### config.mk
export PLATFORM = sky130hd
export DESIGN_NAME = itc_channel
export DESIGN_NICKNAME = d
export VERILOG_FILES = /design/src/hw/itc_pkg.sv /design/src/hw/itc_channel.sv
export SDC_FILE = /design/constraint.sdc
export NUM_CORES = 1
export LEC_CHECK = 0
export BUFFER_PORTS_ARGS = -buffer_cell sky130_fd_sc_hd__buf_2
export CELL_PAD_IN_SITES_DETAIL_PLACEMENT = 0
export CELL_PAD_IN_SITES_GLOBAL_PLACEMENT = 2
export CORE_MARGIN = 4
export CORE_UTILIZATION = 32
export DETAILED_ROUTE_END_ITERATION = 12
export GPL_TIMING_DRIVEN = 0
export PLACE_DENSITY_LB_ADDON = 0.3
export SYNTH_ARGS = -nofsm -noshare
export SYNTH_HDL_FRONTEND = slang
export SYNTH_SLANG_ARGS = --single-unit
### constraint.sdc
create_clock -name clk_i -period 2.6 [get_ports clk_i]
set_input_delay 0.26 -clock clk_i [delete_from_list [all_inputs] [get_ports clk_i]]
set_output_delay 0.26 -clock clk_i [all_outputs]
set_load 0.05 [all_outputs]
### src/hw/itc_pkg.sv
// Package: constants, register map and types of the interval timer channel
package itc_pkg;

  // ----------------------------------------------------------------
  // Timing
  // ----------------------------------------------------------------
  localparam int unsigned CLK_NS = 100;
  localparam int unsigned CNT_CLK_NS = 1000;
  // Count clock divider, rounded up so the count clock never runs fast
  localparam int unsigned CNT_DIV = (CNT_CLK_NS + CLK_NS - 1) / CLK_NS;

  // ----------------------------------------------------------------
  // Register map (byte addresses)
  // ----------------------------------------------------------------
  localparam logic [7:0] ADR_CTRL = 8'h00;
  localparam logic [7:0] ADR_COUNT = 8'h04;
  localparam logic [7:0] ADR_STATUS = 8'h08;

  // Control register field positions
  localparam int unsigned CTRL_MODE_LSB = 1;
  localparam int unsigned CTRL_FMT_LSB = 4;

  // Status register bit positions
  localparam int unsigned ST_WAVE = 0;
  localparam int unsigned ST_RUN = 1;
  localparam int unsigned ST_PEND = 2;
  localparam int unsigned ST_GATE = 3;
  localparam int unsigned ST_LOADED = 4;

  // ----------------------------------------------------------------
  // Types
  // ----------------------------------------------------------------
  typedef enum logic [2:0] {
    MODE_TC = 3'b000,
    MODE_ONESHOT = 3'b001,
    MODE_RATE = 3'b010,
    MODE_SQUARE = 3'b011,
    MODE_SWSTROBE = 3'b100,
    MODE_HWSTROBE = 3'b101
  } itc_mode_t;

  typedef enum logic [1:0] {
    FMT_LATCH = 2'b00,
    FMT_LSB = 2'b01,
    FMT_MSB = 2'b10,
    FMT_WORD = 2'b11
  } itc_fmt_t;

  typedef struct packed {
    itc_fmt_t byte_access_format;
    itc_mode_t operating_mode_field;
  } itc_cfg_t;

  // ----------------------------------------------------------------
  // Reset values and special counts
  // ----------------------------------------------------------------
  localparam itc_cfg_t CFG_RST = '{byte_access_format: FMT_LSB, operating_mode_field: MODE_TC};
  localparam logic WAVE_RST = 1'b0;
  localparam logic [16:0] FULL_COUNT = 17'h10000;
  localparam logic [16:0] FULL_SQUARE = 17'h10001;
  localparam logic [16:0] CNT_ONE = 17'h00001;
  localparam logic [16:0] CNT_TWO = 17'h00002;

endpackage : itc_pkg
### src/hw/itc_channel.sv
// Module: one 16-bit interval timer channel with six waveform modes and a Wishbone slave
//
// Functional notes
// Least count 1 in modes 0,1,4,5 and 2 in modes 2,3; zero means 10000H.
// Mode 3 count of 1 runs as 10001H.
// Control write selecting mode 0 drives the waveform low at once.
// Mode 0 counts after load with gate high; word format loads on high byte.
// Mode 0 terminal count drives waveform high until new control word and count.
// Modes 0 and 4 hold the count while gate is low, resume when high; mode 4 restarts from the programmed count instead.
// Mode 0 single-byte rewrite halts counting, resumes from new value next count clock.
// Mode 0 word rewrite halts on low byte, restarts after high byte.
// Mode 1 sets waveform high; only a gate rising edge starts counting.
// Mode 1 waveform low from count clock after trigger until terminal count.
// Mode 1 ignores gate low; a new count is used only on retrigger.
// Modes 2 to 5 set the waveform high on the control write.
// Modes 2,3 start after the count write if gate high, else on gate rise.
// Mode 2 waveform pulses low one count clock every n count clocks.
// Mode 2 new count applies after the current low pulse.
// Modes 2,3 gate low stops counting and forces waveform high; rise restarts.
// Mode 3 square wave, odd n high (n+1)/2 and low (n-1)/2.
// Mode 3 new count applies after the next waveform transition.
// Mode 4 starts as mode 0; one low count clock at terminal count, once.
// Mode 4 gate low then high restarts from the programmed count.
// Mode 2 low pulse comes one count clock earlier than the mode 4 strobe.
// Mode 5 starts and retriggers on gate rise; strobe as mode 4.
// Counter decrements by two in mode 3, by one otherwise.
// Control write clears the counter to zero.
// Host writes low byte then high byte back to back in word format.
// Gate sampled at a count clock edge; a rise acts at the following one.
module itc_channel #(
  parameter int unsigned CNT_DIV = itc_pkg::CNT_DIV
) (
  // Clock and reset
  input wire logic clk_i,
  input wire logic rst_i,
  // Wishbone slave
  input wire logic wb_cyc_i,
  input wire logic wb_stb_i,
  input wire logic wb_we_i,
  input wire logic [7:0] wb_adr_i,
  input wire logic [3:0] wb_sel_i,
  input wire logic [31:0] wb_dat_i,
  output logic [31:0] wb_dat_o,
  output logic wb_ack_o,
  // Count control input and waveform output
  input wire logic gate_i,
  output logic wave_o
);

  localparam int unsigned DIV_W = $clog2(CNT_DIV + 1);
  localparam logic [DIV_W-1:0] DIV_LAST = DIV_W'(CNT_DIV - 1);

  // ----------------------------------------------------------------
  // Declarations
  // ----------------------------------------------------------------
  logic ack_ff;
  logic [31:0] dat_ff;
  logic req;
  logic wr;
  logic ctrl_wr;
  logic cnt_wr;
  logic cnt_load;
  logic [7:0] wdat;
  logic [2:0] wm;
  itc_pkg::itc_cfg_t cfg_ff;
  itc_pkg::itc_cfg_t nxt_cfg;
  itc_pkg::itc_mode_t mode;
  logic [15:0] cr_ff;
  logic [7:0] lo_ff;
  logic msb_next_ff;
  logic [DIV_W-1:0] div_ff;
  logic tick_ff;
  logic gate_s_ff;
  logic trig_ff;
  logic [16:0] cnt_ff;
  logic wave_ff;
  logic run_ff;
  logic pend_ff;
  logic hold_ff;
  logic loaded_ff;
  logic [16:0] eff_cnt;
  logic [16:0] ph_hi;
  logic [16:0] ph_lo;
  logic start23;

  // ----------------------------------------------------------------
  // Wishbone slave
  // ----------------------------------------------------------------
  assign req = wb_cyc_i & wb_stb_i & ~ack_ff;
  assign wr = req & wb_we_i & wb_sel_i[0];
  assign wdat = wb_dat_i[7:0];
  // A latch command leaves mode and counter untouched and has no other effect
  assign ctrl_wr = wr & (wb_adr_i == itc_pkg::ADR_CTRL) &
                   (wdat[itc_pkg::CTRL_FMT_LSB +: 2] != itc_pkg::FMT_LATCH);
  assign cnt_wr = wr & (wb_adr_i == itc_pkg::ADR_COUNT);

  // Mode 2 and 3 ignore the top mode bit
  assign wm = wdat[itc_pkg::CTRL_MODE_LSB +: 3];
  assign nxt_cfg.byte_access_format = itc_pkg::itc_fmt_t'(wdat[itc_pkg::CTRL_FMT_LSB +: 2]);
  assign nxt_cfg.operating_mode_field = itc_pkg::itc_mode_t'(wm[1] ? {1'b0, wm[1:0]} : wm);
  assign mode = cfg_ff.operating_mode_field;

  always_ff @(posedge clk_i) begin
    if (rst_i) begin
      ack_ff <= 1'b0;
    end else begin
      ack_ff <= req;
    end
  end

  always_ff @(posedge clk_i) begin
    if (rst_i) begin
      dat_ff <= 32'h00000000;
    end else if (req & ~wb_we_i) begin
      unique case (wb_adr_i)
        itc_pkg::ADR_CTRL: dat_ff <= {26'h0000000, cfg_ff, 1'b0};
        itc_pkg::ADR_COUNT: dat_ff <= {16'h0000, cnt_ff[15:0]};
        itc_pkg::ADR_STATUS: dat_ff <= {27'h0000000, loaded_ff, gate_s_ff, pend_ff,
                                        run_ff, wave_ff};
        default: dat_ff <= 32'h00000000;
      endcase
    end
  end

  assign wb_ack_o = ack_ff;
  assign wb_dat_o = dat_ff;

  // ----------------------------------------------------------------
  // Configuration and count staging
  // ----------------------------------------------------------------
  always_ff @(posedge clk_i) begin
    if (rst_i) begin
      cfg_ff <= itc_pkg::CFG_RST;
    end else if (ctrl_wr) begin
      cfg_ff <= nxt_cfg;
    end
  end

  // Count is complete on a single byte, or on the high byte of a word
  assign cnt_load = cnt_wr & ((cfg_ff.byte_access_format != itc_pkg::FMT_WORD) | msb_next_ff);

  // The low byte of a word is staged apart so a reload mid-write uses the old count
  always_ff @(posedge clk_i) begin
    if (rst_i) begin
      cr_ff <= 16'h0000;
      lo_ff <= 8'h00;
      msb_next_ff <= 1'b0;
    end else if (ctrl_wr) begin
      msb_next_ff <= 1'b0;
    end else if (cnt_wr) begin
      unique case (cfg_ff.byte_access_format)
        itc_pkg::FMT_LSB: cr_ff <= {8'h00, wdat};
        itc_pkg::FMT_MSB: cr_ff <= {wdat, 8'h00};
        itc_pkg::FMT_WORD: begin
          if (msb_next_ff) begin
            cr_ff <= {wdat, lo_ff};
            msb_next_ff <= 1'b0;
          end else begin
            lo_ff <= wdat;
            msb_next_ff <= 1'b1;
          end
        end
        default: cr_ff <= cr_ff;
      endcase
    end
  end

  // ----------------------------------------------------------------
  // Count clock enable and gate sampling
  // ----------------------------------------------------------------
  always_ff @(posedge clk_i) begin
    if (rst_i) begin
      div_ff <= '0;
      tick_ff <= 1'b0;
    end else begin
      div_ff <= (div_ff == DIV_LAST) ? '0 : div_ff + DIV_W'(1);
      tick_ff <= (div_ff == DIV_LAST);
    end
  end

  // A rise seen at one count clock is acted on at the next
  always_ff @(posedge clk_i) begin
    if (rst_i) begin
      gate_s_ff <= 1'b0;
      trig_ff <= 1'b0;
    end else if (tick_ff) begin
      gate_s_ff <= gate_i;
      trig_ff <= gate_i & ~gate_s_ff;
    end
  end

  // ----------------------------------------------------------------
  // Effective count and square wave half periods
  // ----------------------------------------------------------------
  always_comb begin
    if (cr_ff == 16'h0000) begin
      eff_cnt = itc_pkg::FULL_COUNT;
    end else if (mode == itc_pkg::MODE_SQUARE && cr_ff == 16'h0001) begin
      eff_cnt = itc_pkg::FULL_SQUARE;
    end else begin
      eff_cnt = {1'b0, cr_ff};
    end
  end

  // Counting by two: the high half gets the extra clock of an odd count
  assign ph_hi = eff_cnt + {16'h0000, eff_cnt[0]};
  assign ph_lo = eff_cnt - {16'h0000, eff_cnt[0]};

  assign start23 = trig_ff | (pend_ff & ~run_ff);

  // ----------------------------------------------------------------
  // Counter and waveform
  // ----------------------------------------------------------------
  always_ff @(posedge clk_i) begin
    if (rst_i) begin
      cnt_ff <= 17'h00000;
      wave_ff <= itc_pkg::WAVE_RST;
      run_ff <= 1'b0;
      pend_ff <= 1'b0;
      hold_ff <= 1'b0;
      loaded_ff <= 1'b0;
    end else if (ctrl_wr) begin
      cnt_ff <= 17'h00000;
      wave_ff <= (nxt_cfg.operating_mode_field != itc_pkg::MODE_TC);
      run_ff <= 1'b0;
      pend_ff <= 1'b0;
      hold_ff <= 1'b0;
      loaded_ff <= 1'b0;
    end else begin
      if (tick_ff) begin
        unique case (mode)
          itc_pkg::MODE_TC, itc_pkg::MODE_SWSTROBE: begin
            // End of the one-clock strobe
            if (mode == itc_pkg::MODE_SWSTROBE && !wave_ff) begin
              wave_ff <= 1'b1;
            end
            if (pend_ff) begin
              cnt_ff <= eff_cnt;
              run_ff <= 1'b1;
              pend_ff <= 1'b0;
              hold_ff <= 1'b0;
            end else if (mode == itc_pkg::MODE_SWSTROBE && trig_ff && loaded_ff) begin
              cnt_ff <= eff_cnt;
              run_ff <= 1'b1;
            end else if (run_ff && gate_s_ff && !hold_ff) begin
              cnt_ff <= cnt_ff - itc_pkg::CNT_ONE;
              if (cnt_ff == itc_pkg::CNT_ONE) begin
                run_ff <= 1'b0;
                wave_ff <= (mode == itc_pkg::MODE_TC);
              end
            end
          end
          itc_pkg::MODE_ONESHOT, itc_pkg::MODE_HWSTROBE: begin
            pend_ff <= 1'b0;
            if (mode == itc_pkg::MODE_HWSTROBE && !wave_ff) begin
              wave_ff <= 1'b1;
            end
            // Gate level is ignored once the shot runs
            if (trig_ff && loaded_ff) begin
              cnt_ff <= eff_cnt;
              run_ff <= 1'b1;
              if (mode == itc_pkg::MODE_ONESHOT) begin
                wave_ff <= 1'b0;
              end
            end else if (run_ff) begin
              cnt_ff <= cnt_ff - itc_pkg::CNT_ONE;
              if (cnt_ff == itc_pkg::CNT_ONE) begin
                run_ff <= 1'b0;
                wave_ff <= (mode == itc_pkg::MODE_ONESHOT);
              end
            end
          end
          itc_pkg::MODE_RATE: begin
            if (!gate_s_ff) begin
              wave_ff <= 1'b1;
              run_ff <= 1'b0;
            end else if (start23 && loaded_ff) begin
              cnt_ff <= eff_cnt;
              run_ff <= 1'b1;
              pend_ff <= 1'b0;
              wave_ff <= 1'b1;
            end else if (run_ff) begin
              pend_ff <= 1'b0;
              if (cnt_ff == itc_pkg::CNT_TWO) begin
                cnt_ff <= itc_pkg::CNT_ONE;
                wave_ff <= 1'b0;
              end else if (cnt_ff == itc_pkg::CNT_ONE) begin
                cnt_ff <= eff_cnt;
                wave_ff <= 1'b1;
              end else begin
                cnt_ff <= cnt_ff - itc_pkg::CNT_ONE;
              end
            end
          end
          itc_pkg::MODE_SQUARE: begin
            if (!gate_s_ff) begin
              wave_ff <= 1'b1;
              run_ff <= 1'b0;
            end else if (start23 && loaded_ff) begin
              cnt_ff <= ph_hi;
              run_ff <= 1'b1;
              pend_ff <= 1'b0;
              wave_ff <= 1'b1;
            end else if (run_ff) begin
              pend_ff <= 1'b0;
              if (cnt_ff == itc_pkg::CNT_TWO) begin
                wave_ff <= ~wave_ff;
                cnt_ff <= wave_ff ? ph_lo : ph_hi;
              end else begin
                cnt_ff <= cnt_ff - itc_pkg::CNT_TWO;
              end
            end
          end
          default: begin
            run_ff <= 1'b0;
          end
        endcase
      end
      // Bus writes come last so a count written on a count clock is not lost
      if (cnt_wr && mode == itc_pkg::MODE_TC) begin
        hold_ff <= 1'b1;
      end
      if (cnt_load) begin
        pend_ff <= 1'b1;
        loaded_ff <= 1'b1;
      end
    end
  end

  assign wave_o = wave_ff;

endmodule : itc_channel

==> run_results.csv <==
group,metric,value,unit
sta,max_slew_margin,38.85,%
sta,hold_viol,0,
route,drc,0,
placement,place_ws,-0.7374,ns
die,fp-row-count,46,
pwr,leakage,2.389,nW
pwr,switching_share,26.63,%
clock_tree,numCtsBuffers,9,
worst_setup_path,crit_type,"reg -> reg",
sta,fin_ws,0.05983,ns
global_route,grt_remaining_overflow,0,
synthesis,yosysSeqAreaShare,28.95,%
clock_tree,clock-sinks,76,
sta,slew_viol_final,0,
pwr,finalPower,0.002545,W
die,die_h,136.2,um
global_route,grt_pass1_vias,5402,
pwr,vdd_drop_max,296.6,uV
placement,numPortBuffers,38,
placement,hpwl,15540,um
final_layout,fin_nets,850,
route,wire_per_inst,20.46,um
worst_hold_path,hp-class,"in -> reg",
global_route,grt_pass1_wl,32010,um
sta,setup_violations,0,
sta,timing.hold.ws,0.1900,ns
route,routed_via_density,5.619,
global_route,grt_use_total,22.57,%
clock_tree,holdBufCountCts,0,
synthesis,synthCells,722,
clock_tree,clk_latency,0.36,ns
route,wirelength,20720,um
clock_tree,h-tree-depth,3,
route,vias,5692,
final_layout,diodes,0,
route,dr.pass1.iters,5,
die,io_pins,84,
synthesis,ys_ff_latch,76,
synthesis,ys.flop_type,"dfxtp_1",
placement,gp_congestion,0.9841,
sta,max_freq,393.7,MHz
pwr,p_int,0.001867,W
synthesis,ys_types,69,
sta,tns,0,ns
placement,postPlaceCellArea,5772,um^2
route,drtAntennaViolNets,0,
pwr,clock_power_share,47.5,%
clock_tree,tritoncts,"done",
sta,finalCriticalPeriod,2.540,ns
worst_setup_path,worstSetupStartpointType,"flip-flop",
die,coreArea,16000,um^2
synthesis,yosysWarnings,0,
pwr,p_comb_share,6.4,%
outcome,outcome,"complete, no violations",
global_route,antenna_found_initial,0,
synthesis,synth_edf_count,0,
flow_run,cap_viol_max_count,0,
route,drtIter0Drc,422,
final_layout,syn2layout_area_growth,19.69,%
synthesis,avgSynthCellArea,7.278,um^2
final_layout,layout-drive-gt1-share,18.70,%
die,start_util,32.84,%
pwr,p_seq_share,46.1,%
final_layout,stdcell_area,6290,um^2
sta,skew,0.01155,ns
sta,fin_crit_sh,97.70,%
clock_tree,path_clk_slew,0.06,ns
global_route,grt_max_degree,14,
die,die_x,136.2,um
clock_tree,clk_path_buf_depth,2,
synthesis,async_reset_ff_share,0,%
worst_setup_path,crit_arrival,2.73,ns
synthesis,synth_area,5255,um^2
pwr,powerDensity,404.6,nW/um^2
sta,worst_pin_slew,0.9139,ns
pwr,switching_power,0.0006778,W
worst_setup_path,cp_max_fo,7,
worst_setup_path,worstPathRequired,2.79,ns
die,die_area,18540,um^2
clock_tree,cts_root_buf,"clkbuf_16",
worst_setup_path,rr_worst_depth,8,
worst_setup_path,cp-end-kind,"flip-flop",
worst_hold_path,holdPathStages,3,
[timing repair]
action / CTS / global route
hold endpoints to repair: 0 / 0
gates resized for setup: 17 / 32
setup endpoints to repair: 18 / 18
buffers inserted: 5 / 5
pin swaps: 2 / 9
[cells by family (layout without fill, tap and decap cells)]
family / after synthesis / after routing / synth area share (%)
simple gates: 297 / 297 / 28.31
compound gates: 204 / 204 / 24.36
buf+inv: 89 / 149 / 8.095
flops: 76 / 76 / 28.95
xor+xnor: 27 / 27 / 4.500
mux: 20 / 20 / 3.809
fa+ha+maj: 8 / 8 / 1.905
other cells: 1 / 16 / 0.07136
[final timing paths]
path / start / to / slack, ns
max: cnt_ff[15] / wave_o / 0.06
min: wb_dat_i[0] / lo_ff[0] / 0.19
max reg2reg: cnt_ff[15] / wave_o / 0.06
min reg2reg: div_ff[0] / div_ff[0] / 0.47
[area by class of cell]
type / instances / area (um^2)
fill: 1764 / 9711
clock buffer: 11 / 232.7
buffer: 72 / 370.4
clock inverter: 5 / 37.54
multi-input combinational: 572 / 3537
inverter: 13 / 51.30
sequential: 76 / 1525
tap: 216 / 270.3
timing repair buffer: 48 / 265.3
[through the flow]
| step | cells | utilization [%] |
|---|---|---|
| floorplan | 737 | - |
| global placement | 991 | 36.07 |
| detailed placement | 991 | 36.07 |
| CTS | 1012 | 38.35 |
| global route | 1013 | 39.31 |
| finish | 1013 | 39.31 |
[cells in the mapped netlist, types with 5 or more instances]
master | instances | area (um^2)
nor2_1 | 87 | 326.6
dfxtp_1 | 76 | 1521
nand2_1 | 67 | 251.5
a21oi_1 | 59 | 295.3
o21ai_0 | 47 | 235.2
clkbuf_1 | 35 | 131.4
nor3_1 | 33 | 165.2
nand3_1 | 29 | 145.1
mux2i_1 | 20 | 200.2
a22oi_1 | 18 | 135.1
buf_2 | 18 | 90.09
buf_4 | 18 | 135.1
xnor2_1 | 16 | 140.1
inv_1 | 13 | 48.80
nor2b_1 | 12 | 75.07
a31oi_1 | 11 | 68.82
xor2_1 | 11 | 96.34
nand4_1 | 10 | 62.56
nor4_1 | 9 | 56.30
a311oi_1 | 8 | 70.07
ha_1 | 8 | 100.1
nand2b_1 | 8 | 50.05
o21ai_1 | 8 | 40.04
o22ai_1 | 7 | 43.79
a211oi_1 | 6 | 45.04
o21a_1 | 6 | 45.04
a221oi_1 | 5 | 43.79
[worst max-delay path, stage by stage (launching register included)]
cell      delay [ns]
dfxtp_1         0.29
clkbuf_1        0.28
or3_4           0.45
nor4_4          0.47
nand4_1         0.28
o32ai_2         0.27
nand2_1         0.08
nand4_1         0.14
a311oi_2        0.11
[power by group through the flow]
stage               Combinational [W]  Clock (W)  Sequential [W]
detailed placement           0.000161          0         0.00120
global placement             0.000161          0         0.00120
CTS                          0.000161    0.00124         0.00117
global route                 0.000175    0.00128         0.00117
finish                       0.000162    0.00121         0.00117
floorplan                    0.000114          0         0.00120
[layer usage]
metal / GRT usage [%] / up-vias / wire length (um)
met1: 30.06 / 2690 / 9040
met4: 7.447 / 0 / 603
met5: 0 / - / 0
met2: 36.13 / 242 / 9675
li1: - / 2725 / -
met3: 5.070 / 35 / 1403
[cell usage in the layout, fill, tap and decap left out, drive strengths merged, types with 4 or more instances in the layout]
cell and n:
xor2 11, nand2 68, nor2 88, xnor2 16, nand4 10, a221oi 5, conb 16, a211oi 6
buf 87, or2 5, nor2b 12, o21ai 56, mux2i 20, nor4 12, nor3 34, a311oi 8
nand3b 4, inv 14, nand2b 8, dfxtp 76, a31oi 11, a21oi 59, clkbuf 44, nand3 30
ha 8, o21a 6, a22oi 18, o22ai 7, o221ai 4
[registers in the layout (all words and copies together), names as in the netlist]
register / cells
loaded_ff: 1
cnt_ff: 17
wave_o: 1
lo_ff: 8
wb_ack_o: 1
pend_ff: 1
hold_ff: 1
div_ff: 4
tick_ff: 1
mode: 3
cfg_ff: 2
cr_ff: 16
gate_s_ff: 1
run_ff: 1
msb_next_ff: 1
trig_ff: 1
wb_dat_o: 16
No activity file was read; power rests on OpenSTA's default activity.
